$ cat src/verilog/ppoc_pkg.sv
package ppoc_pkg;
    // timebase: 1 ms at the 25 MHz core clock
    localparam int CLK_HZ = 25000000;
    localparam int TICK_MS = 1;
    localparam int TICK_CYCLES = CLK_HZ / 1000 * TICK_MS;
    localparam int NUM_PORTS = 6;
    localparam logic [3:0] SINGLE_WIDTH_RST = 4'h0;
    localparam logic [3:0] SINGLE_WIDTH_MAX = 4'h5;
    localparam logic [7:0] DOUBLE_WINDOW_RST = 8'h14;
    localparam logic [7:0] LOCKOUT_RST = 8'h0a;
    localparam logic GANGED_RST = 1'b0;
endpackage : ppoc_pkg

$ cat src/verilog/ppoc_port.sv
`timescale 1ns/1ps
module ppoc_port #(
    parameter int TICK_CYCLES = ppoc_pkg::TICK_CYCLES
) (
    input wire logic clk_i,
    input wire logic rst_n_i,
    input wire logic tick_i,
    input wire logic power_i,
    input wire logic sense_i,
    input wire logic [3:0] single_width_i,
    input wire logic [7:0] double_window_i,
    input wire logic [7:0] lockout_i,
    output logic oc_o
);
    typedef enum logic [2:0] {
        PPOC_OFF = 3'b001,
        PPOC_LOCK = 3'b010,
        PPOC_WATCH = 3'b100
    } ppoc_state_e;

    ppoc_state_e state_reg, state_next;
    logic [7:0] lock_cnt_reg, lock_cnt_next;
    logic [15:0] low_cyc_reg, low_cyc_next;
    logic [3:0] low_ms_reg, low_ms_next;
    logic [7:0] win_cnt_reg, win_cnt_next;
    logic win_open_reg, win_open_next;
    logic prev_low_reg, prev_low_next;
    logic oc_reg, oc_next;
    logic low;
    logic group_start;

    assign low = ~sense_i;
    assign group_start = low & ~prev_low_reg;

    always_comb begin
        state_next = state_reg;
        lock_cnt_next = lock_cnt_reg;
        low_cyc_next = low_cyc_reg;
        low_ms_next = low_ms_reg;
        win_cnt_next = win_cnt_reg;
        win_open_next = win_open_reg;
        prev_low_next = prev_low_reg;
        oc_next = oc_reg;
        case (state_reg)
            PPOC_OFF: begin
                oc_next = 1'b0;
                if (power_i) begin
                    state_next = PPOC_LOCK;
                    lock_cnt_next = lockout_i;
                end
            end
            PPOC_LOCK: begin
                // pin ignored while the supply ramps
                if (!power_i) begin
                    state_next = PPOC_OFF;
                end else if (lock_cnt_reg == 8'h00) begin
                    state_next = PPOC_WATCH;
                    low_cyc_next = 16'h0000;
                    low_ms_next = 4'h0;
                    win_open_next = 1'b0;
                    prev_low_next = 1'b0;
                end else if (tick_i) begin
                    lock_cnt_next = lock_cnt_reg - 8'h01;
                end
            end
            PPOC_WATCH: begin
                prev_low_next = low;
                if (!power_i) begin
                    state_next = PPOC_OFF;
                end else begin
                    // single pulse width counted in whole ms
                    if (!low) begin
                        low_cyc_next = 16'h0000;
                        low_ms_next = 4'h0;
                    end else if (low_ms_reg < single_width_i) begin
                        // same ms length as the shared tick
                        if (low_cyc_reg == 16'(TICK_CYCLES - 1)) begin
                            low_cyc_next = 16'h0000;
                            low_ms_next = low_ms_reg + 4'h1;
                        end else begin
                            low_cyc_next = low_cyc_reg + 16'h0001;
                        end
                    end
                    if (low && (low_ms_reg >= single_width_i) &&
                        (single_width_i <= ppoc_pkg::SINGLE_WIDTH_MAX)) begin
                        oc_next = 1'b1;
                    end
                    // rolling double pulse window
                    if (win_open_reg && tick_i) begin
                        if (win_cnt_reg <= 8'h01) begin
                            win_open_next = 1'b0;
                        end else begin
                            win_cnt_next = win_cnt_reg - 8'h01;
                        end
                    end
                    if (group_start) begin
                        if (win_open_reg) begin
                            oc_next = 1'b1;
                        end else begin
                            win_open_next = 1'b1;
                            win_cnt_next = double_window_i;
                        end
                    end
                end
            end
            default: begin
                state_next = PPOC_OFF;
            end
        endcase
    end

    always_ff @(posedge clk_i or negedge rst_n_i) begin
        if (!rst_n_i) begin
            state_reg <= PPOC_OFF;
            lock_cnt_reg <= 8'h00;
            low_cyc_reg <= 16'h0000;
            low_ms_reg <= 4'h0;
            win_cnt_reg <= 8'h00;
            win_open_reg <= 1'b0;
            prev_low_reg <= 1'b0;
            oc_reg <= 1'b0;
        end else begin
            state_reg <= state_next;
            lock_cnt_reg <= lock_cnt_next;
            low_cyc_reg <= low_cyc_next;
            low_ms_reg <= low_ms_next;
            win_cnt_reg <= win_cnt_next;
            win_open_reg <= win_open_next;
            prev_low_reg <= prev_low_next;
            oc_reg <= oc_next;
        end
    end

    assign oc_o = oc_reg;
endmodule : ppoc_port

$ cat src/verilog/ppoc_top.sv
// Operation
// - each port pin can signal presence of a charging capable supply
// - exactly one mode: ganged shared pin or one pin per port
// - ganged mode set by configuration; shared pin serves all ports
// - ganged overcurrent flags every port at once
// - reset selects individual mode, one pin per port; the first clock after release loads GANGED_MODE_I
// - power off: drive pin low, pull-up off; in individual mode charge capable ports stay released with pull-up on
// - power on: release driver, pull-up on, open-drain high
// - enabled port pin sampled continuously
// - low lasting the single-pulse width declares overcurrent
// - two low groups within the rolling window declare overcurrent
// - filtering rejects transient lows such as power-up sag
// - single width is 4-bit code, 0 to 5 ms in 1 ms steps
// - double window 8-bit ms count, reset 20, never zero
// - overcurrent ignored for lockout ms after power on, reset 10
`timescale 1ns/1ps
module ppoc_top #(
    parameter int NUM_PORTS = ppoc_pkg::NUM_PORTS,
    parameter int TICK_CYCLES = ppoc_pkg::TICK_CYCLES
) (
    // clock and reset
    input wire logic CLK_SYS_I,
    input wire logic RESET_N_I,
    // configuration
    input wire logic GANGED_MODE_I,
    input wire logic [3:0] SINGLE_WIDTH_I,
    input wire logic [7:0] DOUBLE_WINDOW_I,
    input wire logic [7:0] LOCKOUT_I,
    input wire logic [NUM_PORTS-1:0] CHARGE_CAP_I,
    // port power requests and overcurrent flags
    input wire logic [NUM_PORTS-1:0] PORT_POWER_I,
    output logic [NUM_PORTS-1:0] PORT_OC_O,
    output logic GANGED_ACTIVE_O,
    // individual port pins
    input wire logic [NUM_PORTS-1:0] PORT_CTL_PINS_I,
    output logic [NUM_PORTS-1:0] PORT_CTL_PINS_O,
    output logic [NUM_PORTS-1:0] PORT_CTL_PINS_OE_N_O,
    output logic [NUM_PORTS-1:0] PORT_CTL_PULLUP_O,
    // shared pin
    input wire logic SHARED_POWER_SENSE_PIN_I,
    output logic SHARED_POWER_SENSE_PIN_O,
    output logic SHARED_POWER_SENSE_PIN_OE_N_O,
    output logic SHARED_POWER_SENSE_PULLUP_O
);
    logic [NUM_PORTS-1:0] pin_s1_reg, pin_s1_next;
    logic [NUM_PORTS-1:0] pin_s2_reg, pin_s2_next;
    logic gang_s1_reg, gang_s1_next;
    logic gang_s2_reg, gang_s2_next;
    logic ganged_reg, ganged_next;
    logic cfg_done_reg, cfg_done_next;
    logic [15:0] tick_cnt_reg, tick_cnt_next;
    logic tick_reg, tick_next;
    logic [NUM_PORTS-1:0] out_reg, out_next;
    logic [NUM_PORTS-1:0] oe_n_reg, oe_n_next;
    logic [NUM_PORTS-1:0] pu_reg, pu_next;
    logic gout_reg, gout_next;
    logic goe_n_reg, goe_n_next;
    logic gpu_reg, gpu_next;
    logic [NUM_PORTS-1:0] ind_oc;
    logic gang_oc;
    logic gang_power;

    assign gang_power = |PORT_POWER_I;

    // mode is caught once after reset release, so no mid-run mode flips
    always_comb begin
        ganged_next = ganged_reg;
        cfg_done_next = 1'b1;
        if (!cfg_done_reg) begin
            ganged_next = GANGED_MODE_I;
        end
    end

    always_comb begin
        pin_s1_next = PORT_CTL_PINS_I;
        pin_s2_next = pin_s1_reg;
        gang_s1_next = SHARED_POWER_SENSE_PIN_I;
        gang_s2_next = gang_s1_reg;
        tick_next = 1'b0;
        tick_cnt_next = tick_cnt_reg + 16'h0001;
        if (tick_cnt_reg == 16'(TICK_CYCLES - 1)) begin
            tick_cnt_next = 16'h0000;
            tick_next = 1'b1;
        end
    end

    // pin drive: individual pins low with pull-up off when unpowered and not charge capable, else open-drain high; ganged: shared pin low while all off
    always_comb begin
        out_next = '0;
        oe_n_next = '1;
        pu_next = '0;
        gout_next = 1'b0;
        goe_n_next = 1'b1;
        gpu_next = 1'b0;
        if (ganged_reg) begin
            goe_n_next = gang_power;
            gpu_next = gang_power;
        end else begin
            for (int i = 0; i < NUM_PORTS; i++) begin
                // charge capable ports keep released high when off
                if (PORT_POWER_I[i] || CHARGE_CAP_I[i]) begin
                    oe_n_next[i] = 1'b1;
                    pu_next[i] = 1'b1;
                end else begin
                    oe_n_next[i] = 1'b0;
                end
            end
        end
    end

    always_ff @(posedge CLK_SYS_I or negedge RESET_N_I) begin
        if (!RESET_N_I) begin
            ganged_reg <= ppoc_pkg::GANGED_RST;
            cfg_done_reg <= 1'b0;
            pin_s1_reg <= '1;
            pin_s2_reg <= '1;
            gang_s1_reg <= 1'b1;
            gang_s2_reg <= 1'b1;
            tick_cnt_reg <= 16'h0000;
            tick_reg <= 1'b0;
            out_reg <= '0;
            oe_n_reg <= '0;
            pu_reg <= '0;
            gout_reg <= 1'b0;
            goe_n_reg <= 1'b0;
            gpu_reg <= 1'b0;
        end else begin
            ganged_reg <= ganged_next;
            cfg_done_reg <= cfg_done_next;
            pin_s1_reg <= pin_s1_next;
            pin_s2_reg <= pin_s2_next;
            gang_s1_reg <= gang_s1_next;
            gang_s2_reg <= gang_s2_next;
            tick_cnt_reg <= tick_cnt_next;
            tick_reg <= tick_next;
            out_reg <= out_next;
            oe_n_reg <= oe_n_next;
            pu_reg <= pu_next;
            gout_reg <= gout_next;
            goe_n_reg <= goe_n_next;
            gpu_reg <= gpu_next;
        end
    end

    // one filter per pin; the external switch pulls low on fault
    for (genvar p = 0; p < NUM_PORTS; p++) begin : g_port
        ppoc_port #(.TICK_CYCLES(TICK_CYCLES)) u_port (
            .clk_i(CLK_SYS_I),
            .rst_n_i(RESET_N_I),
            .tick_i(tick_reg),
            .power_i(PORT_POWER_I[p] & ~ganged_reg),
            .sense_i(pin_s2_reg[p]),
            .single_width_i(SINGLE_WIDTH_I),
            .double_window_i(DOUBLE_WINDOW_I),
            .lockout_i(LOCKOUT_I),
            .oc_o(ind_oc[p])
        );
    end

    ppoc_port #(.TICK_CYCLES(TICK_CYCLES)) u_gang (
        .clk_i(CLK_SYS_I),
        .rst_n_i(RESET_N_I),
        .tick_i(tick_reg),
        .power_i(gang_power & ganged_reg),
        .sense_i(gang_s2_reg),
        .single_width_i(SINGLE_WIDTH_I),
        .double_window_i(DOUBLE_WINDOW_I),
        .lockout_i(LOCKOUT_I),
        .oc_o(gang_oc)
    );

    // one shared fault marks every port
    assign PORT_OC_O = ganged_reg ? {NUM_PORTS{gang_oc}} : ind_oc;
    assign GANGED_ACTIVE_O = ganged_reg;
    assign PORT_CTL_PINS_O = out_reg;
    assign PORT_CTL_PINS_OE_N_O = oe_n_reg;
    assign PORT_CTL_PULLUP_O = pu_reg;
    assign SHARED_POWER_SENSE_PIN_O = gout_reg;
    assign SHARED_POWER_SENSE_PIN_OE_N_O = goe_n_reg;
    assign SHARED_POWER_SENSE_PULLUP_O = gpu_reg;
endmodule : ppoc_top
$ cat config.mk
export PLATFORM = sky130hd
export DESIGN_NAME = ppoc_top
export DESIGN_NICKNAME = d
export VERILOG_FILES = /design/src/verilog/ppoc_pkg.sv /design/src/verilog/ppoc_port.sv /design/src/verilog/ppoc_top.sv
export SDC_FILE = /design/constraint.sdc
export NUM_CORES = 1
export LEC_CHECK = 0
export ABC_AREA = 1
export BUFFER_PORTS_ARGS = -buffer_cell sky130_fd_sc_hd__clkbuf_2
export CAP_MARGIN = 20
export CORE_MARGIN = 3
export CORE_UTILIZATION = 55
export DETAILED_ROUTE_END_ITERATION = 6
export PLACE_DENSITY = 0.72
export RECOVER_POWER = 25
export SYNTH_ARGS = -nofsm -noshare
export SYNTH_HDL_FRONTEND = slang
export SYNTH_SLANG_ARGS = --single-unit
export TNS_END_PERCENT = 1
$ cat constraint.sdc
create_clock -name CLK_SYS_I -period 5.2 [get_ports CLK_SYS_I]
set_input_delay 0 -clock CLK_SYS_I [delete_from_list [all_inputs] [get_ports CLK_SYS_I]]
set_output_delay 0 -clock CLK_SYS_I [all_outputs]
set_load 0.01 [all_outputs]
## After elaboration in Yosys (flattened, before gate mapping)

Cells that the tools add are included.

| word-level totals | value |
|---|---|
| flip-flop bits (word level) | 341 |
| input port bits | 42 |
| output and inout port bits | 28 |

| operators by class | value |
|---|---|
| add/sub/neg operators | 29 |
| magnitude comparators | 22 |
| equal/unequal tests | 99 |
| mux-type cells | 307 |
| bitwise logic cells | 29 |
| reductions and logical operators | 112 |

Operator list:

| operator | count |
|---|---|
| 16-bit 2-to-1 mux | 43 |
| 8-bit 2-to-1 mux | 56 |
| 16-bit case mux with 2 select lines | 7 |
| 4-bit 2-to-1 mux | 42 |
| 16-bit by 1-bit adder with 16-bit output (second input constant) | 8 |
| 16-bit by 15-bit == test with 1-bit output (second input constant) | 8 |
| 8-bit case mux with 2 select lines | 7 |
| 8-bit by 1-bit subtractor with 8-bit output (second input constant) | 14 |
| 1-bit 2-to-1 mux | 86 |
| 3-bit 2-to-1 mux | 28 |
| 5-bit AND reduction | 14 |
| 3-bit case mux with 3 select lines | 7 |
| 8-bit by 1-bit less-or-equal comparator with 1-bit output (second input constant) | 7 |
| 8-bit zero test | 7 |
| 2-bit by 1-bit != test with 1-bit output (second input constant) | 28 |
| 4-bit case mux with 2 select lines | 7 |
| 2-bit != test (second input constant) | 21 |
| 3-bit by 2-bit != test with 1-bit output (second input constant) | 14 |
| 1-bit case mux with 2 select lines | 21 |
| 3-bit AND reduction | 14 |
| 6-bit AND reduction | 7 |
| 2-bit nonzero test | 21 |
| 4-bit by 1-bit adder with 4-bit output (second input constant) | 7 |
| 4-bit greater-or-equal comparator | 7 |
| other kinds (14) | 117 |

## Depth between registers and ports, before layout

Gate-level depths: netlist of the first run.

| logic depth | value |
|---|---|
| depth after elaboration | 8 |
| gate-level depth with buffers | 13 |

## Modules after synthesis

From an unflattened synthesis of the first run, not the netlist that was laid out.

| second synthesis, totals | value |
|---|---|
| cell total of the unflattened synthesis | 3,312 |
| area total of the unflattened synthesis | 23,458.7 um^2 |

By module, submodules not included:

| module | instances | cells each | area each (um^2) | sequential area each (um^2) |
|---|---|---|---|---|
| ppoc_port at g_port[0].u_port ... | 4 | 441 | 3,090.5 | 1,052.3 |
| ppoc_port at g_port[2].u_port | 1 | 445 | 3,066.7 | 1,052.3 |
| ppoc_port at g_port[5].u_port | 1 | 437 | 3,036.7 | 1,052.3 |
| ppoc_port at u_gang | 1 | 443 | 3,006.6 | 1,052.3 |
| ppoc_top | 1 | 223 | 1,986.9 | 1,193.6 |

## Worst setup path after synthesis of the first run

Ideal clock, no wire load.

| path | value |
|---|---|
| kind | register to register |
| from | reg g_port[4].u_port.low_ms_reg[1] |
| to | reg g_port[4].u_port.low_cyc_reg[3] |
| arrival time | 1.551 ns |
| required time | 5.070 ns |
| setup slack | 3.519 ns |
| stages on the path, launching flop included | 12 |
| path buffers | 2 |
| clock period less this slack | 1.681 ns |
| cell sequence | dfrtp_1 -> ha_1 -> inv_1 -> nor2_1 -> o21ai_0 -> nand2_1 -> nand2_1 -> nand2_1 -> buf_2 -> buf_6 -> nand2_1 -> o21ai_0 |

| on the way | value |
|---|---|
| cells in the longest elaborated chain, start to end | 3 |

Ends and longest elaborated chain:

| element | line | RTL |
|---|---|---|
| start: declaration | ppoc_port.sv:24 | `logic [3:0] low_ms_reg, low_ms_next;` |
| start signal: assignment | ppoc_port.sv:126 | `low_ms_reg <= low_ms_next;` |
| 4-bit < comparator | ppoc_port.sv:75 | `end else if (low_ms_reg < single_width_i) begin` |
| 3-bit by 2-bit != test with 1-bit output (no line) | - |  |
| 5-bit AND reduction (no line) | - |  |
| end signal: assignment | ppoc_port.sv:125 | `low_cyc_reg <= low_cyc_next;` |
| end: declaration | ppoc_port.sv:23 | `logic [15:0] low_cyc_reg, low_cyc_next;` |

Every way passes these cells.
A chain may end at the register's enable or synchronous reset.

## Worst setup path in the final report of the first run

| path | value |
|---|---|
| from | reg g_port[1].u_port.state_reg[1] |
| to | reg g_port[1].u_port.low_ms_reg[2] |

| on the way | value |
|---|---|
| cells in the longest elaborated chain, start to end | 3 |

Ends and longest elaborated chain:

| element | line | RTL |
|---|---|---|
| start: declaration | ppoc_port.sv:21 | `ppoc_state_e state_reg, state_next;` |
| start signal: assignment | ppoc_port.sv:123 | `state_reg <= state_next;` |
| 3-bit == test or 3-bit by 2-bit == test with 1-bit output (tied branches) | ppoc_port.sv:44 | `case (state_reg)` |
| 3-bit by 2-bit != test with 1-bit output (no line) (tied with other cells) | - |  |
| 6-bit AND reduction (no line) | - |  |
| end signal: assignment | ppoc_port.sv:126 |  |
| end: declaration | ppoc_port.sv:24 |  |

Parallel ways exist; a longest one is shown, timed or not.

==> flow_summary.json, run 1 <==
{
  "outcome": "finished with violations",
  "violations": "max-capacitance violations, max-slew violations",
  "pwr-share-seq": 0.434,
  "place_area_sq_um": 22700,
  "sw_frac_of_total": 0.317,
  "cp_slowest_cell": "nor3_2",
  "largest_reg_flops": 96,
  "p_int_mw": 5.09,
  "clkPwrFrac": 0.378,
  "grt_overflow_total": 0,
  "vias": 21000,
  "syn_to_final_growth_pct": 11.0,
  "final.period_utilization": 0.546,
  "ys_warn_count": 0,
  "crit_end": "g_port[1].u_port.low_ms_reg[2]$_DFFE_PN0P_",
  "clk_pin_slew_ns": 0.06,
  "cts-root-buf": "clkbuf_16",
  "seq_area_frac_synth": 0.390,
  "worstSetupStartpoint": "g_port[1].u_port.state_reg[1]$_DFFE_PN0P_",
  "utilization": 0.624,
  "cts_setup_buffers": 0,
  "report.final.slew_viol_count": 100,
  "hold_path.class": "input port to register",
  "wl_mm": 58.9,
  "post-route-drc-count": 0,
  "fin_nets": 3341,
  "die_y_um": 206,
  "crit_top_cell": "nand2_1",
  "synth.distinct_cells": 52,
  "grt.total_usage": 0.279,
  "antenna_found_initial": 3,
  "power.total_mw": 7.45,
  "power_density_nw_per_um2": 306,
  "dieWidth_um": 206,
  "path_class": "register to register",
  "grt_pass1_wl_mm": 97.5,
  "end_kind": "register",
  "holdCritStartpoint": "SINGLE_WIDTH_I[2]",
  "core_area_sq_um": 39100,
  "synth_seq_cells": 341,
  "ant_nets": 0,
  "fp.dieArea_sq_um": 42400,
  "p_switching_mw": 2.36,
  "place_congestion": 0.944,
  "leakage_nw": 11.9,
  "crit_required_ns": 5.63,
  "grt_pass1_vias": 20400,
  "hold_violations": 0,
  "setup-violations-final": 0,
  "synthesis.area_sq_um": 22000,
  "dp_hpwl_mm": 41.5,
  "drive_gt1_frac": 0.0684,
  "reg2reg_to": "g_port[1].u_port.low_ms_reg[2]$_DFFE_PN0P_",
  "syn_avg_cell_area_sq_um": 7.02,
  "drt-vias-per-instance": 5.56,
  "cts_tree": "yes",
  "maxCapViolCount": 1,
  "r2r-start": "g_port[1].u_port.state_reg[1]$_DFFE_PN0P_",
  "r2r_slack_ns": 2.36,
  "pwr-share-comb": 0.188,
  "start_util": 0.562,
  "fp-row-count": 72,
  "r2r_cells": 8,
  "setup_tns_ns": 0,
  "h-tree-depth": 2,
  "dr.pass1.iters": 6,
  "fin_skew_ns": 0.0186,
  "wl_per_cell_um": 15.6,
  "drt_iter0_markers": 1617,
  "synthCells": 3128,
  "boundaryPins": 70,
  "tightest_slew_ns": 2.61,
  "period_needed_ns": 2.84,
  "worstPathMaxFanout": 18,
  "stdcell_area_sq_um": 24400,
  "fmax_mhz": 352,
  "relSlewSlack": -0.741,
  "cp.arrival_ns": 3.27,
  "peakVddDrop_uv": 237,
  "io_buffers": 62,
  "cts_made_buffers": 41,
  "numClockSinks": 341,
  "rsz0062_at_grt": "no",
  "start_kind": "register",
  "worst_skew_pair.late_latency_ns": 0.56,
  "grt_max_degree": 112,
  "slowest_delay_ns": 0.80,
  "worstPathCellList": "nor3_2 -> nand2_1 -> nand2_1 -> nand2_2 -> nor2_4 -> nand2_1 -> nand2_1 -> o21ai_1",
  "clock_path_buffers": 3
}
[through the flow]
step | cells | hold slack (ns) | setup WS (ns)
floorplan | 3134 | -0.296 | 3.52
global placement | 3658 | 0.0878 | 2.51
detailed placement | 3658 | 0.0893 | 2.47
CTS | 3779 | 0.000875 | 2.44
global route | 3781 | 0.0265 | 2.06
finish | 3781 | 0.0339 | 2.36
[kinds of logic (layout without fill, tap and decap cells)]
logic type | after synthesis | in the layout | share of synthesized area
compound gates | 428 | 428 | 0.107
xor+xnor | 85 | 85 | 0.0339
fa+ha+maj | 71 | 71 | 0.0404
buf+inv | 484 | 611 | 0.0896
flops | 341 | 341 | 0.390
other cells | 2 | 10 | 0.000342
simple gates | 1717 | 1717 | 0.339
[how the worst min path moves through the flow]
stage          cells past startpoint                                end
3_3_place_gp                       1            pin_s1_reg[5]$_DFF_PN1_
2_1_floorplan                      0        GANGED_ACTIVE_O$_DFFE_PN0N_
3_5_place_dp                       1            pin_s1_reg[3]$_DFF_PN1_
4_1_cts                            4  g_port[5].u_port.oc_o$_DFFE_PN0P_
5_1_grt                            4  g_port[4].u_port.oc_o$_DFFE_PN0P_
6_report                           4  g_port[5].u_port.oc_o$_DFFE_PN0P_
[per-layer routing]
metal	vias to the layer above	track usage	share of wire
li1	10400	-	-
met1	9952	0.366	0.44
met2	597	0.473	0.47
met3	123	0.0397	0.057
met4	0	0.102	0.029
met5	-	0	0
[synthesized netlist by cell type, drive strengths merged]
| cell | n | area share |
|---|---|---|
| o31ai | 4 | 0.0014 |
| a31oi | 2 | 0.00057 |
| o32ai | 2 | 0.00080 |
| clkbuf | 20 | 0.0034 |
| a31o | 2 | 0.00080 |
| o21bai | 11 | 0.0038 |
| xnor2 | 6 | 0.0024 |
| o211ai | 13 | 0.0044 |
| nand3 | 297 | 0.070 |
| xor2 | 79 | 0.031 |
| o311ai | 1 | 0.00040 |
| nor3b | 2 | 0.00068 |
| nor4 | 16 | 0.0046 |
| dfstp | 21 | 0.025 |
| a21oi | 113 | 0.026 |
| nand3b | 5 | 0.0028 |
| o22ai | 9 | 0.0026 |
| buf | 43 | 0.014 |
| nor2 | 404 | 0.074 |
| o21a | 1 | 0.00034 |
| conb | 2 | 0.00034 |
| nand2 | 819 | 0.14 |
| nor3 | 81 | 0.019 |
| inv | 414 | 0.071 |
| a22oi | 9 | 0.0031 |
| ha | 71 | 0.040 |
| a21boi | 3 | 0.0010 |
| nand4 | 85 | 0.024 |
| or2 | 8 | 0.0023 |
| clkinv | 7 | 0.0013 |
| a2bb2oi | 1 | 0.00040 |
| dfrtp | 320 | 0.36 |
| a41o | 3 | 0.0014 |
| o21ai | 254 | 0.060 |
[final cells by class]
class,count,area (sq um)
flip-flops and latches,341,8560
repair buffers,114,808
multi-input cells,2309,11500
diodes,2,5.00
inverters,421,1590
well taps,518,648
clock buffers,66,1230
fillers,3537,14700
clock inverters,10,78.8
[placed cells by master (no fill, tap or decap), types with 9 or more instances in the layout]
master	count
clkbuf_16	43
dlygate4sd3_1	45
dfrtp_1	320
inv_2	14
nand3_1	289
o211ai_1	13
dfstp_2	20
clkbuf_2	48
nor2_4	10
a21oi_1	111
nor2_1	382
o21ai_2	14
a22oi_1	9
nor4_1	16
nand2_1	808
nor3_1	79
nor2_2	12
o21bai_1	11
inv_1	398
xor2_1	79
nand4_1	85
ha_1	71
o21ai_0	211
clkinv_2	9
o22ai_1	9
o21ai_1	29
clkbuf_1	30
[power by group through the flow]
stage,clock network (mW),registers [mW],logic (mW)
after floorplan,0,3.20,1.00
after global placement,0,3.26,1.29
after detailed placement,0,3.27,1.35
after CTS,2.88,3.23,1.39
after global routing,3.00,3.27,1.61
final,2.81,3.24,1.40
[timing repair]
item | CTS | global route
resized for setup | 0 | 0
hold endpoints to repair | 198 | 0
hold buffers | 45 | 0
endpoints found under the setup margin | 0 | 0
[critical path: cells and delay by family (launching register included)]
kind | cells | cell delay [ns]
AND/OR/NAND/NOR | 7 | 2.23
AO/OA/AOI/OAI | 1 | 0.06
flip-flops | 1 | 0.42
No activity file was read; power rests on OpenSTA's default activity.
==> run 2: changes to the inputs <==
clock period = 2.8 ns   (was 5.2 ns; I/O delays follow)
==> run 2 against run 1 <==
  * The run still ends with max-capacitance violations, max-slew violations left
  * Cell area up 0.67%
  * Clock power up 88%
  * Power up 87%
  * Sequential cell count is the same
  * Critical path depth rose by 3
  * Combinational power up 88%
  * Non-clock buffer count grew 19
  * Global-route usage grew 0.054 points
  * Cell count is 0.32% higher
  * Count of clock-buffer cells in the layout is 2 lower
  * Critical path type is now input port to register
  * Highest routed layer unchanged
==> flow_summary.json, run 2 (same netlist as run 1, synthesis figures left out) <==
{
  "outcome": "finished with violations",
  "violations": "max-capacitance violations, max-slew violations",
  "drive_gt1_frac": 0.0773,
  "seq_area_sq_um": 8560,
  "p_int_mw": 9.56,
  "grt_overflow_total": 0,
  "syn_to_final_growth_pct": 11.7,
  "peakVddDrop_uv": 533,
  "hold_path.class": "input port to register",
  "antenna_found_initial": 0,
  "period_needed_ns": 2.29,
  "cts-root-buf": "clkbuf_16",
  "wl_per_cell_um": 15.5,
  "largest_reg_flops": 96,
  "mostFrequentLayoutCell": "nand2_1",
  "drt_iter0_markers": 1718,
  "leakage_nw": 12.0,
  "grt_pass1_wl_mm": 97.6,
  "worst_skew_pair.late_latency_ns": 0.56,
  "place_ws_ns": 0.562,
  "dieWidth_um": 206,
  "dr.pass1.iters": 6,
  "tightest_slew_ns": 2.47,
  "clk_pin_slew_ns": 0.06,
  "cts_tree": "yes",
  "fp.dieArea_sq_um": 42400,
  "rsz0062_at_grt": "no",
  "holdCritStartpoint": "SINGLE_WIDTH_I[1]",
  "r2r_slack_ns": 0.58,
  "start_util": 0.562,
  "boundaryPins": 70,
  "worstPathMaxFanout": 21,
  "clock_path_buffers": 3,
  "maxCapViolCount": 1,
  "cts_made_buffers": 40,
  "cp.arrival_ns": 2.75,
  "wl_mm": 58.7,
  "core_area_sq_um": 39100,
  "sw_frac_of_total": 0.313,
  "dp_hpwl_mm": 41.9,
  "cts_setup_buffers": 0,
  "r2r-start": "g_port[2].u_port.state_reg[0]$_DFFE_PN1P_",
  "p_switching_mw": 4.35,
  "num-fill-cells": 3516,
  "io_buffers": 62,
  "multiInputGateArea_sq_um": 11500,
  "drt-vias-per-instance": 5.54,
  "place_congestion": 0.928,
  "holdWs_ns": 0.0513,
  "setup_tns_ns": 0,
  "fin_cells": 3793,
  "final_cell_mix": "nand2_1, inv_1, nor2_1, dfrtp_1, nand3_1",
  "crit_required_ns": 3.26,
  "fin_skew_ns": 0.0280,
  "vias": 21000,
  "placedCellCount": 3679,
  "ant_nets": 0,
  "worstSetupStartpoint": "SINGLE_WIDTH_I[3]",
  "fin_nets": 3359,
  "end_kind": "register",
  "grt_max_degree": 90,
  "clkPwrFrac": 0.379,
  "pwr-share-seq": 0.432,
  "grt_pass1_vias": 20100,
  "start_kind": "input port",
  "die_y_um": 206,
  "h-tree-depth": 2,
  "worst_slack_ns": 0.515,
  "final.period_utilization": 0.816,
  "numClockSinks": 341,
  "post-route-drc-count": 0,
  "fmax_mhz": 438,
  "power_density_nw_per_um2": 566,
  "hold_violations": 0,
  "report.final.slew_viol_count": 87,
  "n_antenna_cell": 0,
  "relSlewSlack": -0.648,
  "fp-row-count": 72,
  "grt.total_usage": 0.280,
  "setup-violations-final": 0,
  "path_class": "input port to register",
  "pwr-share-comb": 0.189
}
run 2: changes by cell type in the layout (fill, tap and decap cells not counted), moves of 3 or more:
cell,before,now
buf_4,6,20
clkbuf_1,30,16
clkbuf_2,48,62
clkbuf_8,7,12
clkinv_2,9,6
run 2: cell type report:
class,instances,share of cell area
inverter,421,0.0646
clock inverter,7,0.00347
sequential,341,0.349
timing repair buffer,133,0.0395
multi-input combinational,2309,0.467
clock buffer,64,0.0502
tap,518,0.0264
run 2: per-layer routing:
metal / share of wire / GRT usage / up-vias
met2: 0.46 / 0.458 / 593
li1: - / - / 10400
met1: 0.44 / 0.369 / 9901
met5: 0 / 0 / -
met3: 0.058 / 0.0485 / 140
met4: 0.038 / 0.115 / 0
run 2: repair_timing:
| action | 4_1_cts | 5_1_grt |
|---|---|---|
| setup endpoints to repair | 0 | 0 |
| hold buffers | 43 | 0 |
| resized for setup | 0 | 0 |
| endpoints found under the hold margin | 206 | 0 |
run 2: critical path, cell delays in order:
cell and delay, ns:
dlygate4sd3_1 0.53, clkbuf_2 0.13, inv_1 0.52, ha_1 0.37, a21oi_1 0.19, nand2_1 0.07
nand2_1 0.06, nand2_1 0.08, nor2_4 0.32, inv_2 0.23, o21ai_0 0.24
run 2: final timing paths:
path	depth (start not counted)	end
hold reg to reg	0	pin_s2_reg[5]$_DFF_PN1_
setup / recovery	11	g_port[3].u_port.low_cyc_reg[15]$_DFFE_PN0P_
min in group asynchronous	2	g_port[3].u_port.low_cyc_reg[2]$_DFFE_PN0P_
setup reg to reg	9	g_port[2].u_port.low_ms_reg[1]$_DFFE_PN0P_
max in group asynchronous	2	tick_cnt_reg[7]$_DFF_PN0_
hold / removal	5	g_port[0].u_port.oc_o$_DFFE_PN0P_
run 2: power by group through the flow:
stage               Combinational [mW]  Sequential (mW)  Clock (mW)
floorplan                         1.86             5.94           0
global placement                  2.44             6.05           0
detailed placement                2.55             6.06           0
CTS                               2.62             5.99        5.37
global route                      3.02             6.07        5.59
finish                            2.63             6.00        5.28
run 2: stage by stage:
step	total power [mW]	cell area, sq um	utilization
final	13.9	24600	0.628
after global routing	14.7	24600	0.628
after CTS	14.0	24600	0.629
after detailed placement	8.62	22800	0.584
after global placement	8.49	22800	0.584
after floorplan	7.80	22000	-
